$ cat src/hw/slcd_defines.svh
// constants for the segment lcd drive control block
`ifndef SLCD_DEFINES_SVH
`define SLCD_DEFINES_SVH

`define SLCD_ADDR_PDC 24'hFFFC30
`define SLCD_ADDR_DCTL 24'hFFFFC1
`define SLCD_ADDR_RAM_LO 24'hFFFC40
`define SLCD_RAM_BYTES 20
`define SLCD_PDC_RST 8'h00
`define SLCD_DCTL_RST 8'h00

`define SLCD_PDC_DUTY_HI 7
`define SLCD_PDC_DUTY_LO 6
`define SLCD_PDC_MERGE 5
`define SLCD_PDC_SEG_HI 3
`define SLCD_PDC_SEG_LO 0
`define SLCD_DCTL_DIVCON 6
`define SLCD_DCTL_ON 5
`define SLCD_DCTL_SHOW 4
`define SLCD_DCTL_FRM_HI 3
`define SLCD_DCTL_FRM_LO 0

`define SLCD_SEG_PINS 40
`define SLCD_COM_PINS 4
`define SLCD_SEG_GROUP 8
`define SLCD_SEG_CODE_MAX 4'h5
`define SLCD_SEG_CODE_UPPER 4'h3
`define SLCD_SEG_MASK_UPPER 40'hFFFFFF0000

`define SLCD_SUB_HZ 32768
`define SLCD_FRAME_HZ 64
`define SLCD_SRC_DIV_CODE1 2
`define SLCD_FRAME_SRC_TICKS ((`SLCD_SUB_HZ / `SLCD_SRC_DIV_CODE1) / `SLCD_FRAME_HZ)
`define SLCD_PHASE_LEN_1 9'h100
`define SLCD_PHASE_LEN_2 9'h080
`define SLCD_PHASE_LEN_3 9'h055
`define SLCD_PHASE_LEN_4 9'h040
`define SLCD_FRM_CODE_64HZ 4'h1

`endif

$ cat src/hw/slcd_pkg.sv
// types shared by the segment lcd drive control block
package slcd_pkg;
  typedef enum logic [1:0] {DUTY_STATIC, DUTY_HALF, DUTY_THIRD, DUTY_QUARTER} slcd_duty_e;
  typedef enum logic {MODE_OFF, MODE_RUN} slcd_mode_e;
endpackage

$ cat src/hw/slcd_frame_gen.sv
// frame timing: clock source prescaler, common phase and frame boundary
`timescale 1ns/1ns
`include "slcd_defines.svh"
module slcd_frame_gen #(
  parameter int MCLK_DIV = 16
) (
  input wire logic mclk_i,
  input wire logic nrst_i,
  input wire logic run_i,
  input wire logic sub_edge_i,
  input wire logic [3:0] frame_sel_i,
  input wire slcd_pkg::slcd_duty_e duty_i,
  output logic [1:0] phase_o,
  output logic frame_end_o
);
  if (MCLK_DIV < 1 || MCLK_DIV > 511) begin : g_bad_div
    $error("MCLK_DIV must lie in 1..511");
  end

  logic [15:0] pre_reg;
  logic [8:0] slot_reg;
  logic [1:0] phase_reg;
  logic src_tick;
  logic phase_end;

  // codes 0..7 divide the synchronised sub-clock by 2**code, 8..15 use the system clock
  function automatic logic [15:0] pre_limit(input logic [3:0] sel);
    if (sel[3])
      pre_limit = 16'((MCLK_DIV << sel[2:0]) - 1);
    else
      pre_limit = 16'((1 << sel[2:0]) - 1);
  endfunction

  // the 1/3 phase is rounded down, so such a frame is one tick short
  function automatic logic [8:0] phase_len(input slcd_pkg::slcd_duty_e d);
    case (d)
      slcd_pkg::DUTY_STATIC: phase_len = `SLCD_PHASE_LEN_1;
      slcd_pkg::DUTY_HALF: phase_len = `SLCD_PHASE_LEN_2;
      slcd_pkg::DUTY_THIRD: phase_len = `SLCD_PHASE_LEN_3;
      default: phase_len = `SLCD_PHASE_LEN_4;
    endcase
  endfunction

  assign src_tick = (frame_sel_i[3] || sub_edge_i) && pre_reg == pre_limit(frame_sel_i);
  assign phase_end = src_tick && slot_reg == phase_len(duty_i) - 9'h001;
  assign frame_end_o = phase_end && phase_reg == 2'(duty_i);
  assign phase_o = phase_reg;

  always_ff @(posedge mclk_i or negedge nrst_i) begin
    if (!nrst_i)
      pre_reg <= 16'h0000;
    else if (!run_i || src_tick)
      pre_reg <= 16'h0000;
    else if (frame_sel_i[3] || sub_edge_i)
      pre_reg <= pre_reg + 16'h0001;
  end

  always_ff @(posedge mclk_i or negedge nrst_i) begin
    if (!nrst_i) begin
      slot_reg <= 9'h000;
      phase_reg <= 2'h0;
    end else if (!run_i) begin
      slot_reg <= 9'h000;
      phase_reg <= 2'h0;
    end else if (phase_end) begin
      slot_reg <= 9'h000;
      phase_reg <= frame_end_o ? 2'h0 : phase_reg + 2'h1;
    end else if (src_tick) begin
      slot_reg <= slot_reg + 9'h001;
    end
  end
endmodule // slcd_frame_gen

$ cat src/hw/slcd_drive_ctrl.sv
// segment lcd drive control: registers, display memory and electrode drive
`timescale 1ns/1ns
`include "slcd_defines.svh"
// Notes on behaviour
// - The duty field picks static, 1/2, 1/3 or 1/4 duty; code 11 scans all four commons.
// - With common merge set, commons unused by the duty repeat an active common, else idle.
// - The segment field picks driven pins; code 0011 drives pins 17..40, pins 1..16 are ports.
// - The divider-connect bit connects the supply divider resistors when one.
// - Controller off or standby keeps the divider resistors disconnected whatever the bit.
// - Controller-enable zero halts all drive and turns the drive supply off; one runs.
// - Turning the controller off leaves every register value unchanged.
// - Display-data bit zero blanks the segments; one shows display memory.
// - The frame field picks source and rate; code 0001 uses sub-clock/2 for a 64 Hz frame.
// - A memory bit of one lights its segment in its common phase, zero leaves it dark.
module slcd_drive_ctrl #(
  parameter int MCLK_DIV = 16
) (
  input wire logic mclk_i,
  input wire logic nrst_i,
  input wire logic [23:0] addr_i,
  input wire logic [7:0] wdata_i,
  input wire logic wr_i,
  input wire logic rd_i,
  output logic [7:0] rdata_o,
  input wire logic sub_clk_i,
  input wire logic standby_i,
  output logic [`SLCD_SEG_PINS-1:0] seg_on_o,
  output logic [`SLCD_SEG_PINS-1:0] seg_drv_en_o,
  output logic [`SLCD_COM_PINS-1:0] com_sel_o,
  output logic [`SLCD_COM_PINS-1:0] com_drv_en_o,
  output logic divider_conn_o,
  output logic drive_supply_on_o
);
  logic [7:0] pin_duty_config_reg;
  logic [7:0] display_control_reg;
  logic [7:0] show_memory_mem [0:`SLCD_RAM_BYTES-1];
  logic [7:0] rdata_reg;
  logic sub_s1_reg;
  logic sub_s2_reg;
  logic sub_s3_reg;
  logic stby_s1_reg;
  logic stby_s2_reg;
  slcd_pkg::slcd_mode_e mode_reg;
  slcd_pkg::slcd_mode_e mode_next;
  slcd_pkg::slcd_duty_e duty_act_reg;
  logic merge_act_reg;
  logic [3:0] seg_sel_act_reg;
  logic [3:0] frame_sel_act_reg;
  logic [`SLCD_SEG_PINS-1:0] seg_on_reg;
  logic [`SLCD_SEG_PINS-1:0] seg_drv_en_reg;
  logic [`SLCD_COM_PINS-1:0] com_sel_reg;
  logic [`SLCD_COM_PINS-1:0] com_drv_en_reg;
  logic divider_conn_reg;
  logic drive_supply_reg;
  logic controller_on;
  logic show_memory;
  logic divider_connect;
  logic sub_edge;
  logic frame_end;
  logic cfg_load;
  logic [1:0] phase;
  logic [`SLCD_SEG_PINS-1:0] seg_pattern;
  logic [`SLCD_SEG_PINS-1:0] seg_mask;
  logic [`SLCD_COM_PINS-1:0] com_pattern;
  logic [`SLCD_COM_PINS-1:0] com_enable;

  function automatic logic in_ram(input logic [23:0] a);
    in_ram = a >= `SLCD_ADDR_RAM_LO && a < `SLCD_ADDR_RAM_LO + 24'(`SLCD_RAM_BYTES);
  endfunction

  function automatic logic [4:0] ram_idx(input logic [23:0] a);
    ram_idx = 5'(a - `SLCD_ADDR_RAM_LO);
  endfunction

  function automatic logic [2:0] com_count(input slcd_pkg::slcd_duty_e d);
    com_count = 3'(d) + 3'h1;
  endfunction

  assign controller_on = display_control_reg[`SLCD_DCTL_ON];
  assign show_memory = display_control_reg[`SLCD_DCTL_SHOW];
  assign divider_connect = display_control_reg[`SLCD_DCTL_DIVCON];

  // register writes are taken in every mode, so halting never disturbs them
  always_ff @(posedge mclk_i or negedge nrst_i) begin
    if (!nrst_i)
      pin_duty_config_reg <= `SLCD_PDC_RST;
    else if (wr_i && addr_i == `SLCD_ADDR_PDC)
      pin_duty_config_reg <= wdata_i;
  end

  always_ff @(posedge mclk_i or negedge nrst_i) begin
    if (!nrst_i)
      display_control_reg <= `SLCD_DCTL_RST;
    else if (wr_i && addr_i == `SLCD_ADDR_DCTL)
      display_control_reg <= wdata_i;
  end

  // display memory holds no reset so it can map to a plain ram
  always_ff @(posedge mclk_i) begin
    if (wr_i && in_ram(addr_i))
      show_memory_mem[ram_idx(addr_i)] <= wdata_i;
  end

  always_ff @(posedge mclk_i or negedge nrst_i) begin
    if (!nrst_i)
      rdata_reg <= 8'h00;
    else if (rd_i) begin
      if (addr_i == `SLCD_ADDR_PDC)
        rdata_reg <= pin_duty_config_reg;
      else if (addr_i == `SLCD_ADDR_DCTL)
        rdata_reg <= display_control_reg;
      else if (in_ram(addr_i))
        rdata_reg <= show_memory_mem[ram_idx(addr_i)];
      else
        rdata_reg <= 8'h00;
    end else
      rdata_reg <= 8'h00;
  end
  assign rdata_o = rdata_reg;

  always_ff @(posedge mclk_i or negedge nrst_i) begin
    if (!nrst_i) begin
      sub_s1_reg <= 1'b0;
      sub_s2_reg <= 1'b0;
      sub_s3_reg <= 1'b0;
    end else begin
      sub_s1_reg <= sub_clk_i;
      sub_s2_reg <= sub_s1_reg;
      sub_s3_reg <= sub_s2_reg;
    end
  end
  assign sub_edge = sub_s2_reg && !sub_s3_reg;

  always_ff @(posedge mclk_i or negedge nrst_i) begin
    if (!nrst_i) begin
      stby_s1_reg <= 1'b0;
      stby_s2_reg <= 1'b0;
    end else begin
      stby_s1_reg <= standby_i;
      stby_s2_reg <= stby_s1_reg;
    end
  end

  always_comb begin
    case (mode_reg)
      slcd_pkg::MODE_OFF: mode_next = controller_on ? slcd_pkg::MODE_RUN : slcd_pkg::MODE_OFF;
      slcd_pkg::MODE_RUN: mode_next = controller_on ? slcd_pkg::MODE_RUN : slcd_pkg::MODE_OFF;
      default: mode_next = slcd_pkg::MODE_OFF;
    endcase
  end

  always_ff @(posedge mclk_i or negedge nrst_i) begin
    if (!nrst_i)
      mode_reg <= slcd_pkg::MODE_OFF;
    else
      mode_reg <= mode_next;
  end

  // while halted the live fields pass straight through; once running they wait
  assign cfg_load = mode_reg == slcd_pkg::MODE_OFF || frame_end;

  always_ff @(posedge mclk_i or negedge nrst_i) begin
    if (!nrst_i) begin
      duty_act_reg <= slcd_pkg::DUTY_STATIC;
      merge_act_reg <= 1'b0;
      seg_sel_act_reg <= 4'h0;
      frame_sel_act_reg <= 4'h0;
    end else if (cfg_load) begin
      duty_act_reg <= slcd_pkg::slcd_duty_e'(
        pin_duty_config_reg[`SLCD_PDC_DUTY_HI:`SLCD_PDC_DUTY_LO]);
      merge_act_reg <= pin_duty_config_reg[`SLCD_PDC_MERGE];
      seg_sel_act_reg <= pin_duty_config_reg[`SLCD_PDC_SEG_HI:`SLCD_PDC_SEG_LO];
      frame_sel_act_reg <= display_control_reg[`SLCD_DCTL_FRM_HI:`SLCD_DCTL_FRM_LO];
    end
  end

  slcd_frame_gen #(
    .MCLK_DIV(MCLK_DIV)
  ) u_frame (
    .mclk_i(mclk_i),
    .nrst_i(nrst_i),
    .run_i(mode_reg == slcd_pkg::MODE_RUN),
    .sub_edge_i(sub_edge),
    .frame_sel_i(frame_sel_act_reg),
    .duty_i(duty_act_reg),
    .phase_o(phase),
    .frame_end_o(frame_end)
  );

  // byte n carries pin 2n+1 in the low nibble and pin 2n+2 in the high one, common 1 lowest
  always_comb begin
    seg_pattern = '0;
    seg_mask = '0;
    for (int k = 0; k < `SLCD_SEG_PINS; k++) begin
      seg_pattern[k] = show_memory_mem[k >> 1][((k & 1) * 4) + int'(phase)];
      if (seg_sel_act_reg > `SLCD_SEG_CODE_MAX)
        seg_mask[k] = 1'b1;
      else
        seg_mask[k] = k >= `SLCD_SEG_PINS - `SLCD_SEG_GROUP * int'(seg_sel_act_reg);
    end
  end

  always_comb begin
    com_pattern = '0;
    com_enable = '0;
    for (int i = 0; i < `SLCD_COM_PINS; i++) begin
      if (i < int'(com_count(duty_act_reg))) begin
        com_pattern[i] = i == int'(phase);
        com_enable[i] = 1'b1;
      end else begin
        com_pattern[i] = merge_act_reg && (i % int'(com_count(duty_act_reg))) == int'(phase);
        com_enable[i] = merge_act_reg;
      end
    end
  end

  always_ff @(posedge mclk_i or negedge nrst_i) begin
    if (!nrst_i) begin
      seg_on_reg <= '0;
      seg_drv_en_reg <= '0;
      com_sel_reg <= '0;
      com_drv_en_reg <= '0;
    end else if (mode_reg != slcd_pkg::MODE_RUN) begin
      seg_on_reg <= '0;
      seg_drv_en_reg <= '0;
      com_sel_reg <= '0;
      com_drv_en_reg <= '0;
    end else begin
      seg_on_reg <= show_memory ? (seg_pattern & seg_mask) : '0;
      seg_drv_en_reg <= seg_mask;
      com_sel_reg <= com_pattern;
      com_drv_en_reg <= com_enable;
    end
  end

  always_ff @(posedge mclk_i or negedge nrst_i) begin
    if (!nrst_i) begin
      divider_conn_reg <= 1'b0;
      drive_supply_reg <= 1'b0;
    end else begin
      divider_conn_reg <= controller_on && divider_connect && !stby_s2_reg;
      drive_supply_reg <= controller_on;
    end
  end

  assign seg_on_o = seg_on_reg;
  assign seg_drv_en_o = seg_drv_en_reg;
  assign com_sel_o = com_sel_reg;
  assign com_drv_en_o = com_drv_en_reg;
  assign divider_conn_o = divider_conn_reg;
  assign drive_supply_on_o = drive_supply_reg;
endmodule // slcd_drive_ctrl

$ cat config.mk
export PLATFORM = sky130hd
export DESIGN_NAME = slcd_drive_ctrl
export DESIGN_NICKNAME = d
export VERILOG_FILES = /design/src/hw/slcd_pkg.sv /design/src/hw/slcd_frame_gen.sv /design/src/hw/slcd_drive_ctrl.sv
export VERILOG_INCLUDE_DIRS = /design/src /design/src/hw
export SDC_FILE = /design/constraint.sdc
export NUM_CORES = 1
export LEC_CHECK = 0
export BUFFER_PORTS_ARGS = -buffer_cell sky130_fd_sc_hd__buf_2
export CAP_MARGIN = 25
export CORE_UTILIZATION = 42
export DETAILED_ROUTE_END_ITERATION = 6
export GPL_TIMING_DRIVEN = 0
export PLACE_DENSITY = 0.59
export SLEW_MARGIN = 25
export SYNTH_ARGS = -nofsm -noshare
export SYNTH_HDL_FRONTEND = slang
export SYNTH_SLANG_ARGS = --single-unit
$ cat constraint.sdc
create_clock -name mclk_i -period 3.6 [get_ports mclk_i]
set_input_delay 0.18 -clock mclk_i [delete_from_list [all_inputs] [get_ports mclk_i]]
set_output_delay 0.18 -clock mclk_i [all_outputs]
set_load 0.02 [all_outputs]
# --- Word level (Yosys, flattened, before mapping) ---
# Memory sizes are Yosys's and may differ from the RTL's.
# Cells that the tools add are included.
# W data, S select, Z words.
word_totals:
  output_inout_bits: 98
  word_cells: 299
  ram_bits: 160
  n_memories: 1
  register_bits: 158
  in_bits: 38
memory_table:
  columns: ["memory", "depth", "word_bits", "read_ports", "rd_ports_with_merged_regs", "write_ports", "line_no", "rtl"]
  rows:
  - ["show_memory_mem", 20, 8, 21, 0, 1, "slcd_drive_ctrl.sv:36", "logic [7:0] show_memory_mem [0:`SLCD_RAM_BYTES-1];"]
op_classes:
  eq_ne: 16
  addsub: 10
  mux: 170
  magnitude_cmp: 49
  div: 4
  shifts: 2
  reduce_logical: 23
  bitwise_logic: 2
ops:
  columns: ["cell", "n"]
  rows:
  - ["$eq A32 B3 Y1", 4]
  - ["$ge A6 B8 Y1 const A", 16]
  - ["$mux W40", 3]
  - ["$mux W1", 111]
  - ["$ge A5 B8 Y1 const A", 8]
  - ["$ge A7 B8 Y1 const A", 8]
  - ["$mod A3 B4 Y32 const A", 2]
  - ["$bmux W1 S3", 20]
  - ["$eq A24 B24 Y1 const B", 2]
  - ["$mux W16", 3]
  - ["$and A40 B40 Y40", 1]
  - ["$bmux W1 S2", 20]
  - ["$ge A4 B8 Y1 const A", 4]
  - ["$lt A32 B5 Y1 const B", 1]
  - ["$mod A1 B4 Y32 const A", 1]
  - ["$mod A2 B4 Y32 const A", 1]
  - ["$mux W8", 4]
  - ["$sub A16 B2 Y16 const B", 2]
  - ["$mux W9", 3]
  - ["$pmux W9 S3", 1]
  - ["$ge A24 B24 Y1 const B", 1]
  - ["$lt A24 B24 Y1 const B", 1]
  - ["$add A16 B1 Y16 const B", 1]
  - ["$eq A16 B16 Y1", 1]
  - ["other kinds (32)", 57]

# --- Depth between registers and ports, before layout ---
depth:
  ltp_word: 10
  ltp_mapped: 14

# --- Cells and area by module ---
# From an unflattened synthesis, not the netlist that was laid out.
hier_totals:
  hier_cells: 1146
  area_unflattened_um2: 17458.0
modules_own_cells:
  columns: ["module", "seq_area_each_um2", "n_inst", "area_per_inst_um2", "cells_per_inst"]
  rows:
  - ["slcd_drive_ctrl", 10189.8, 1, 15484.9, 922]
  - ["slcd_frame_gen", 675.6, 1, 1973.1, 224]

# --- Worst setup path after synthesis ---
# No wires, ideal clock.
synth_path:
  kind: "reg-to-reg"
  start: "register frame_sel_act_reg[2]"
  end: "register frame_sel_act_reg[0]"
  arrival_time_ns: 3.219
  path_slack_ns: 0.256
  stages_incl_launch_ff: 11
  n_path_buf: 2
  cell_sequence: "dfrtp_1 buf_2 or4_1 ha_1 buf_4 xnor2_1 xnor2_1 a221o_1 a211o_1 o41ai_4 mux2_2"
synth_between:
  elab_chain_cells: 8
  word_cells_on_any_way: 10
synth_rtl:
  columns: ["item", "line_no", "rtl"]
  rows:
  - ["start: declaration", "slcd_drive_ctrl.sv:48", "logic [3:0] frame_sel_act_reg;"]
  - ["start signal: assignment", "slcd_drive_ctrl.sv:173", "frame_sel_act_reg <= display_control_reg[`SLCD_DCTL_FRM_HI:`SLCD_DCTL_FRM_LO];"]
  - ["$shl A5 B3 Y16 / $shl A1 B3 Y16 (equally long branches)", "slcd_frame_gen.sv:29, slcd_frame_gen.sv:31", null]
  - ["$sub A16 B2 Y16 (on tied branches)", "slcd_frame_gen.sv:29, slcd_frame_gen.sv:31", null]
  - ["$mux W16 *", "slcd_frame_gen.sv:28", "if (sel[3])"]
  - ["$eq A16 B16 Y1 *", "slcd_frame_gen.sv:44", "assign src_tick = (frame_sel_i[3] || sub_edge_i) && pre_reg == pre_limit(frame_sel_i);"]
  - ["$logic_and A1 B1 Y1 *", "slcd_frame_gen.sv:44", null]
  - ["$logic_and A1 B1 Y1 *", "slcd_frame_gen.sv:45", "assign phase_end = src_tick && slot_reg == phase_len(duty_i) - 9'h001;"]
  - ["$logic_and A1 B1 Y1 *", "slcd_frame_gen.sv:46", "assign frame_end_o = phase_end && phase_reg == 2'(duty_i);"]
  - ["$logic_or A1 B1 Y1 *", "slcd_drive_ctrl.sv:160", "assign cfg_load = mode_reg == slcd_pkg::MODE_OFF || frame_end;"]
# Every way passes the cells marked *; elsewhere a longest branch is shown, timed or not.
# A chain may end at the register's enable or synchronous reset.

# --- Worst setup path after layout ---
layout_path:
  start: "register frame_sel_act_reg[1]"
  end: "register frame_sel_act_reg[0]"
# The elaborated chain is that of the path after synthesis.

==> qor_table.md <==
| Parameter | Reported |
|---|---|
| Kind of critical path | reg -> reg |
| Proportion of total power due to net switching | 21.1% |
| Total number of nets in the final design | 1,265 |
| Max VDD drop | 0.000344 V |
| Endpoint arrival time on the critical path | 3.86 ns |
| Total internal power | 6.54 mW |
| Flip-flop and latch count after synthesis | 331 |
| CTS HTree Levels | 2 |
| Clock latency at the later pin of the worst-skew pair | 0.55 ns |
| Maximum buffer depth of the clock tree | 3 |
| GR Overflow Total | 0 |
| Power Total | 8.29 mW |
| Largest area contributor in the synthesized netlist | edfxtp_1 |
| Max-Slew Margin vs Limit | 29.7% |
| Starting density of the core | 43.0% |
| Number of antenna violations at the first check in global routing | 2 |
| Clock sink count | 331 |
| Via/cell ratio | 5.60 |
| WHS Endpoint | show_memory_mem[12][2] |
| Number of detailed-routing iterations run before antenna repair | 5 |
| Clock power frac | 46.6% |
| Reg2reg path depth | 12 |
| Share of flip-flops with an asynchronous set or reset after synthesis | 38.4% |
| Topmost layer with routed signal wires | met4 |
| Final cycle utilization of the critical path | 95.7% |
| Worst-Margin Slew | 1.05 ns |
| Overall die height | 191 um |
| Tightest Hold Check Type | in -> reg |
| Max-cap check violation count | 0 |
| Run status | complete, no violations |
| Share of the synthesized area in the top cell type | 40.9% |
| Maximum fanout along the worst path | 10 |
| Setup TNS | 0 ns |
| Routed wire length on met2 | 18,500 um |
| Total net switching power | 1.75 mW |
| Netlist cell types | 69 |
| Synth Cell Area | 15,000 sq um |
| Sequential power share | 49.4% |
| Met3 routed WL | 2940 um |
| Number of global-route vias before repair | 9,559 |
| Detail Route Antenna Nets | 0 |
| Standard-cell rows | 68 |
| WHS | 0.138 ns |
| Root buffer cell | clkbuf_16 |
| Final HPWL DP | 27,500 um |
| Most numerous cell types in the synthesized netlist | 204 x edfxtp_1, 127 x dfrtp_1, 93 x mux4_2, 75 x nor2_1, 40 x and3_1 |
| Fraction of final layout cells with drive strength greater than 1 | 31.2% |
| Critical Path End Type | flip-flop |
| Areal power density over the cells | 464 nW/um^2 |
| Most used standard cell by instance count after synthesis | edfxtp_1 |
| Req. time, crit path | 4.01 ns |
| Final wirelength | 39,100 um |
| Worst Hold Launch | wdata_i[2] |
| Fmax achieved | 0.290 GHz |
| Wire length on met1 | 16,300 um |
| Hold Path Depth | 1 |
| Startpoint kind of the worst setup timing path | flip-flop |
| Final setup violation count | 0 |
| Input/output buffers | 129 |
| EDFF count, synth | 204 |
| Die Span X | 191 um |
| Clock transition at the register clock pins on the worst setup and hold paths after CTS | 0.06 ns |
| Time the worst path needs with I/O delays and setup | 3.45 ns |
| Capturing point of the worst reg2reg path | frame_sel_act_reg[0] |
| Final Hold Vio Count | 0 |
| Post-synth top flop | edfxtp_1 |
| Ports placed on the boundary | 136 |
| Final setup skew | 0.0353 ns |
| Start of the worst register-to-register path | frame_sel_act_reg[1] |
| Pin count of the biggest net entering global routing | 73 |
| Synth Instances | 982 |
| Area of the core region | 34,800 sq um |
| Drt first-iter violations | 813 |
| Setup repair after global routing missed its margin | false |
| Placer congestion estimate | 0.904 |
| R2R Setup Slk | 0.15 ns |
| CTS tree | built |
| Final routed DRC violation total | 0 |
| Final count of pins violating max slew | 0 |
| Syn. warnings | 0 |
| First-pass GRT wire length | 59,200 um |
| GRT Total Usage | 22.2% |
| Die ar. | 36,400 sq um |
| Register area share after synthesis | 62.2% |
| Top cells by area in the synthesized netlist | edfxtp_1 41%, dfrtp_1 21%, mux4_2 14%, nor2_1 1.9%, mux2_2 1.7% |
| Wire length per cell after detailed routing | 23.1 um |
| Gate power share | 3.9% |
| Post-synthesis to final-layout area growth | 19.5% |
| Static leakage | 7.20 nW |
| Count of vias placed by the detailed router | 9,474 |
| Number of buffers inserted during clock tree synthesis | 38 |
| Mapped Avg Cell Area | 15.2 sq um |
| Number of flip-flops under the largest register name | 204 |
## worst max-delay path by stage
| stage | start | to | slack (ns) | depth (start not counted) |
|---|---|---|---|---|
| 4_1_cts | frame_sel_act_reg[2] | u_frame.slot_reg[1] | 0.02 | 12 |
| 6_report | frame_sel_act_reg[1] | frame_sel_act_reg[0] | 0.15 | 12 |
| 5_1_grt | frame_sel_act_reg[3] | frame_sel_act_reg[1] | 0.01 | 12 |
| 3_3_place_gp | frame_sel_act_reg[3] | frame_sel_act_reg[0] | -0.22 | 11 |
| 3_5_place_dp | frame_sel_act_reg[3] | seg_sel_act_reg[3] | -0.30 | 11 |
| 2_1_floorplan | frame_sel_act_reg[2] | frame_sel_act_reg[0] | 0.26 | 10 |
## power groups by stage
stage | clock network, mW | logic (mW) | registers [mW]
5_1_grt | 4.08 | 0.350 | 4.10
4_1_cts | 3.94 | 0.325 | 4.10
3_3_place_gp | 0 | 0.315 | 4.17
3_5_place_dp | 0 | 0.321 | 4.18
6_report | 3.87 | 0.327 | 4.10
2_1_floorplan | 0 | 0.150 | 4.17
## worst max-delay path: stages (launching register included)
cell,delay (ns)
dfrtp_1,0.38
clkbuf_4,0.22
or2_2,0.14
nor2_1,0.04
nand2_1,0.06
ha_2,0.20
or4b_2,0.66
mux2i_1,0.18
nor4_2,0.31
o211ai_1,0.28
o41ai_4,0.36
buf_6,0.18
mux2_2,0.33
## cell usage in the layout (no fill, tap or decap), types with 5 or more instances in the layout
cell         n
and2_1       5
nor2b_1     12
nor2_1      75
dfrtp_1    127
a21boi_0     8
o22ai_1     13
o211ai_1     6
a21o_1       6
nand4_1     13
edfxtp_1   204
a31oi_1      6
o21ai_0     18
xor2_1      21
xnor2_1     10
buf_1        7
ha_1        19
inv_1       14
clkbuf_1    39
clkbuf_8     8
or3_1        5
conb_1      44
nand2_1     35
nand3_1     26
clkbuf_16   43
mux2i_1      8
mux4_2      93
and3_1      40
a22oi_1     10
buf_2      139
nand2b_1     8
buf_4       40
mux2_2      23
nor3_1       8
nor4_1       5
a21oi_1     20
## per-stage QoR
stage / instances / setup slack, ns / area [sq um] / utilization [%]
6_report: 1692 / 0.155 / 17900 / 51.4
5_1_grt: 1690 / 0.0127 / 17900 / 51.3
4_1_cts: 1685 / 0.0174 / 17700 / 51.0
3_5_place_dp: 1611 / -0.302 / 16400 / 47.1
3_3_place_gp: 1609 / -0.217 / 16300 / 47.0
2_1_floorplan: 1025 / 0.256 / 15100 / -
## what timing repair did
action                                  4_1_cts  5_1_grt
buffers inserted                              2        5
pin swaps                                     3        6
resized for setup                             4       22
cloned                                        0        0
hold buffers                                  4        0
endpoints found under the hold margin        74        0
endpoints found under the setup margin       35       38
## area by class of cell
type                    instances  area [sq um]
repair buffers                142           801
clock buffers                  59          1220
clock inverters                 9          76.3
flip-flops and latches        331          9300
fillers                      2976         16900
multi-input cells             593          5360
well taps                     455           569
diodes                          2          5.00
plain buffers                  87           489
inverters                      14          52.6
## routing by layer
layer | up-vias | GRT usage (%)
li1 | 4178 | -
met1 | 4817 | 30.2
met2 | 397 | 35.0
met3 | 82 | 4.64
met4 | 0 | 8.09
met5 | - | 0
## kinds of logic (layout without fill, tap and decap cells)
logic type | after synthesis | count (layout) | synth area share (%)
xor gates and xnor gates | 31 | 31 | 1.81
other | 1 | 46 | 0.0251
buffers and inverters | 101 | 311 | 3.47
AOI/OAI and AO/OA | 115 | 115 | 5.43
DFF | 331 | 331 | 62.2
and+or+nand+nor | 259 | 259 | 9.14
adders and majority gates | 20 | 20 | 1.67
muxes | 124 | 124 | 16.3
Power figures use the tool's default switching activity.
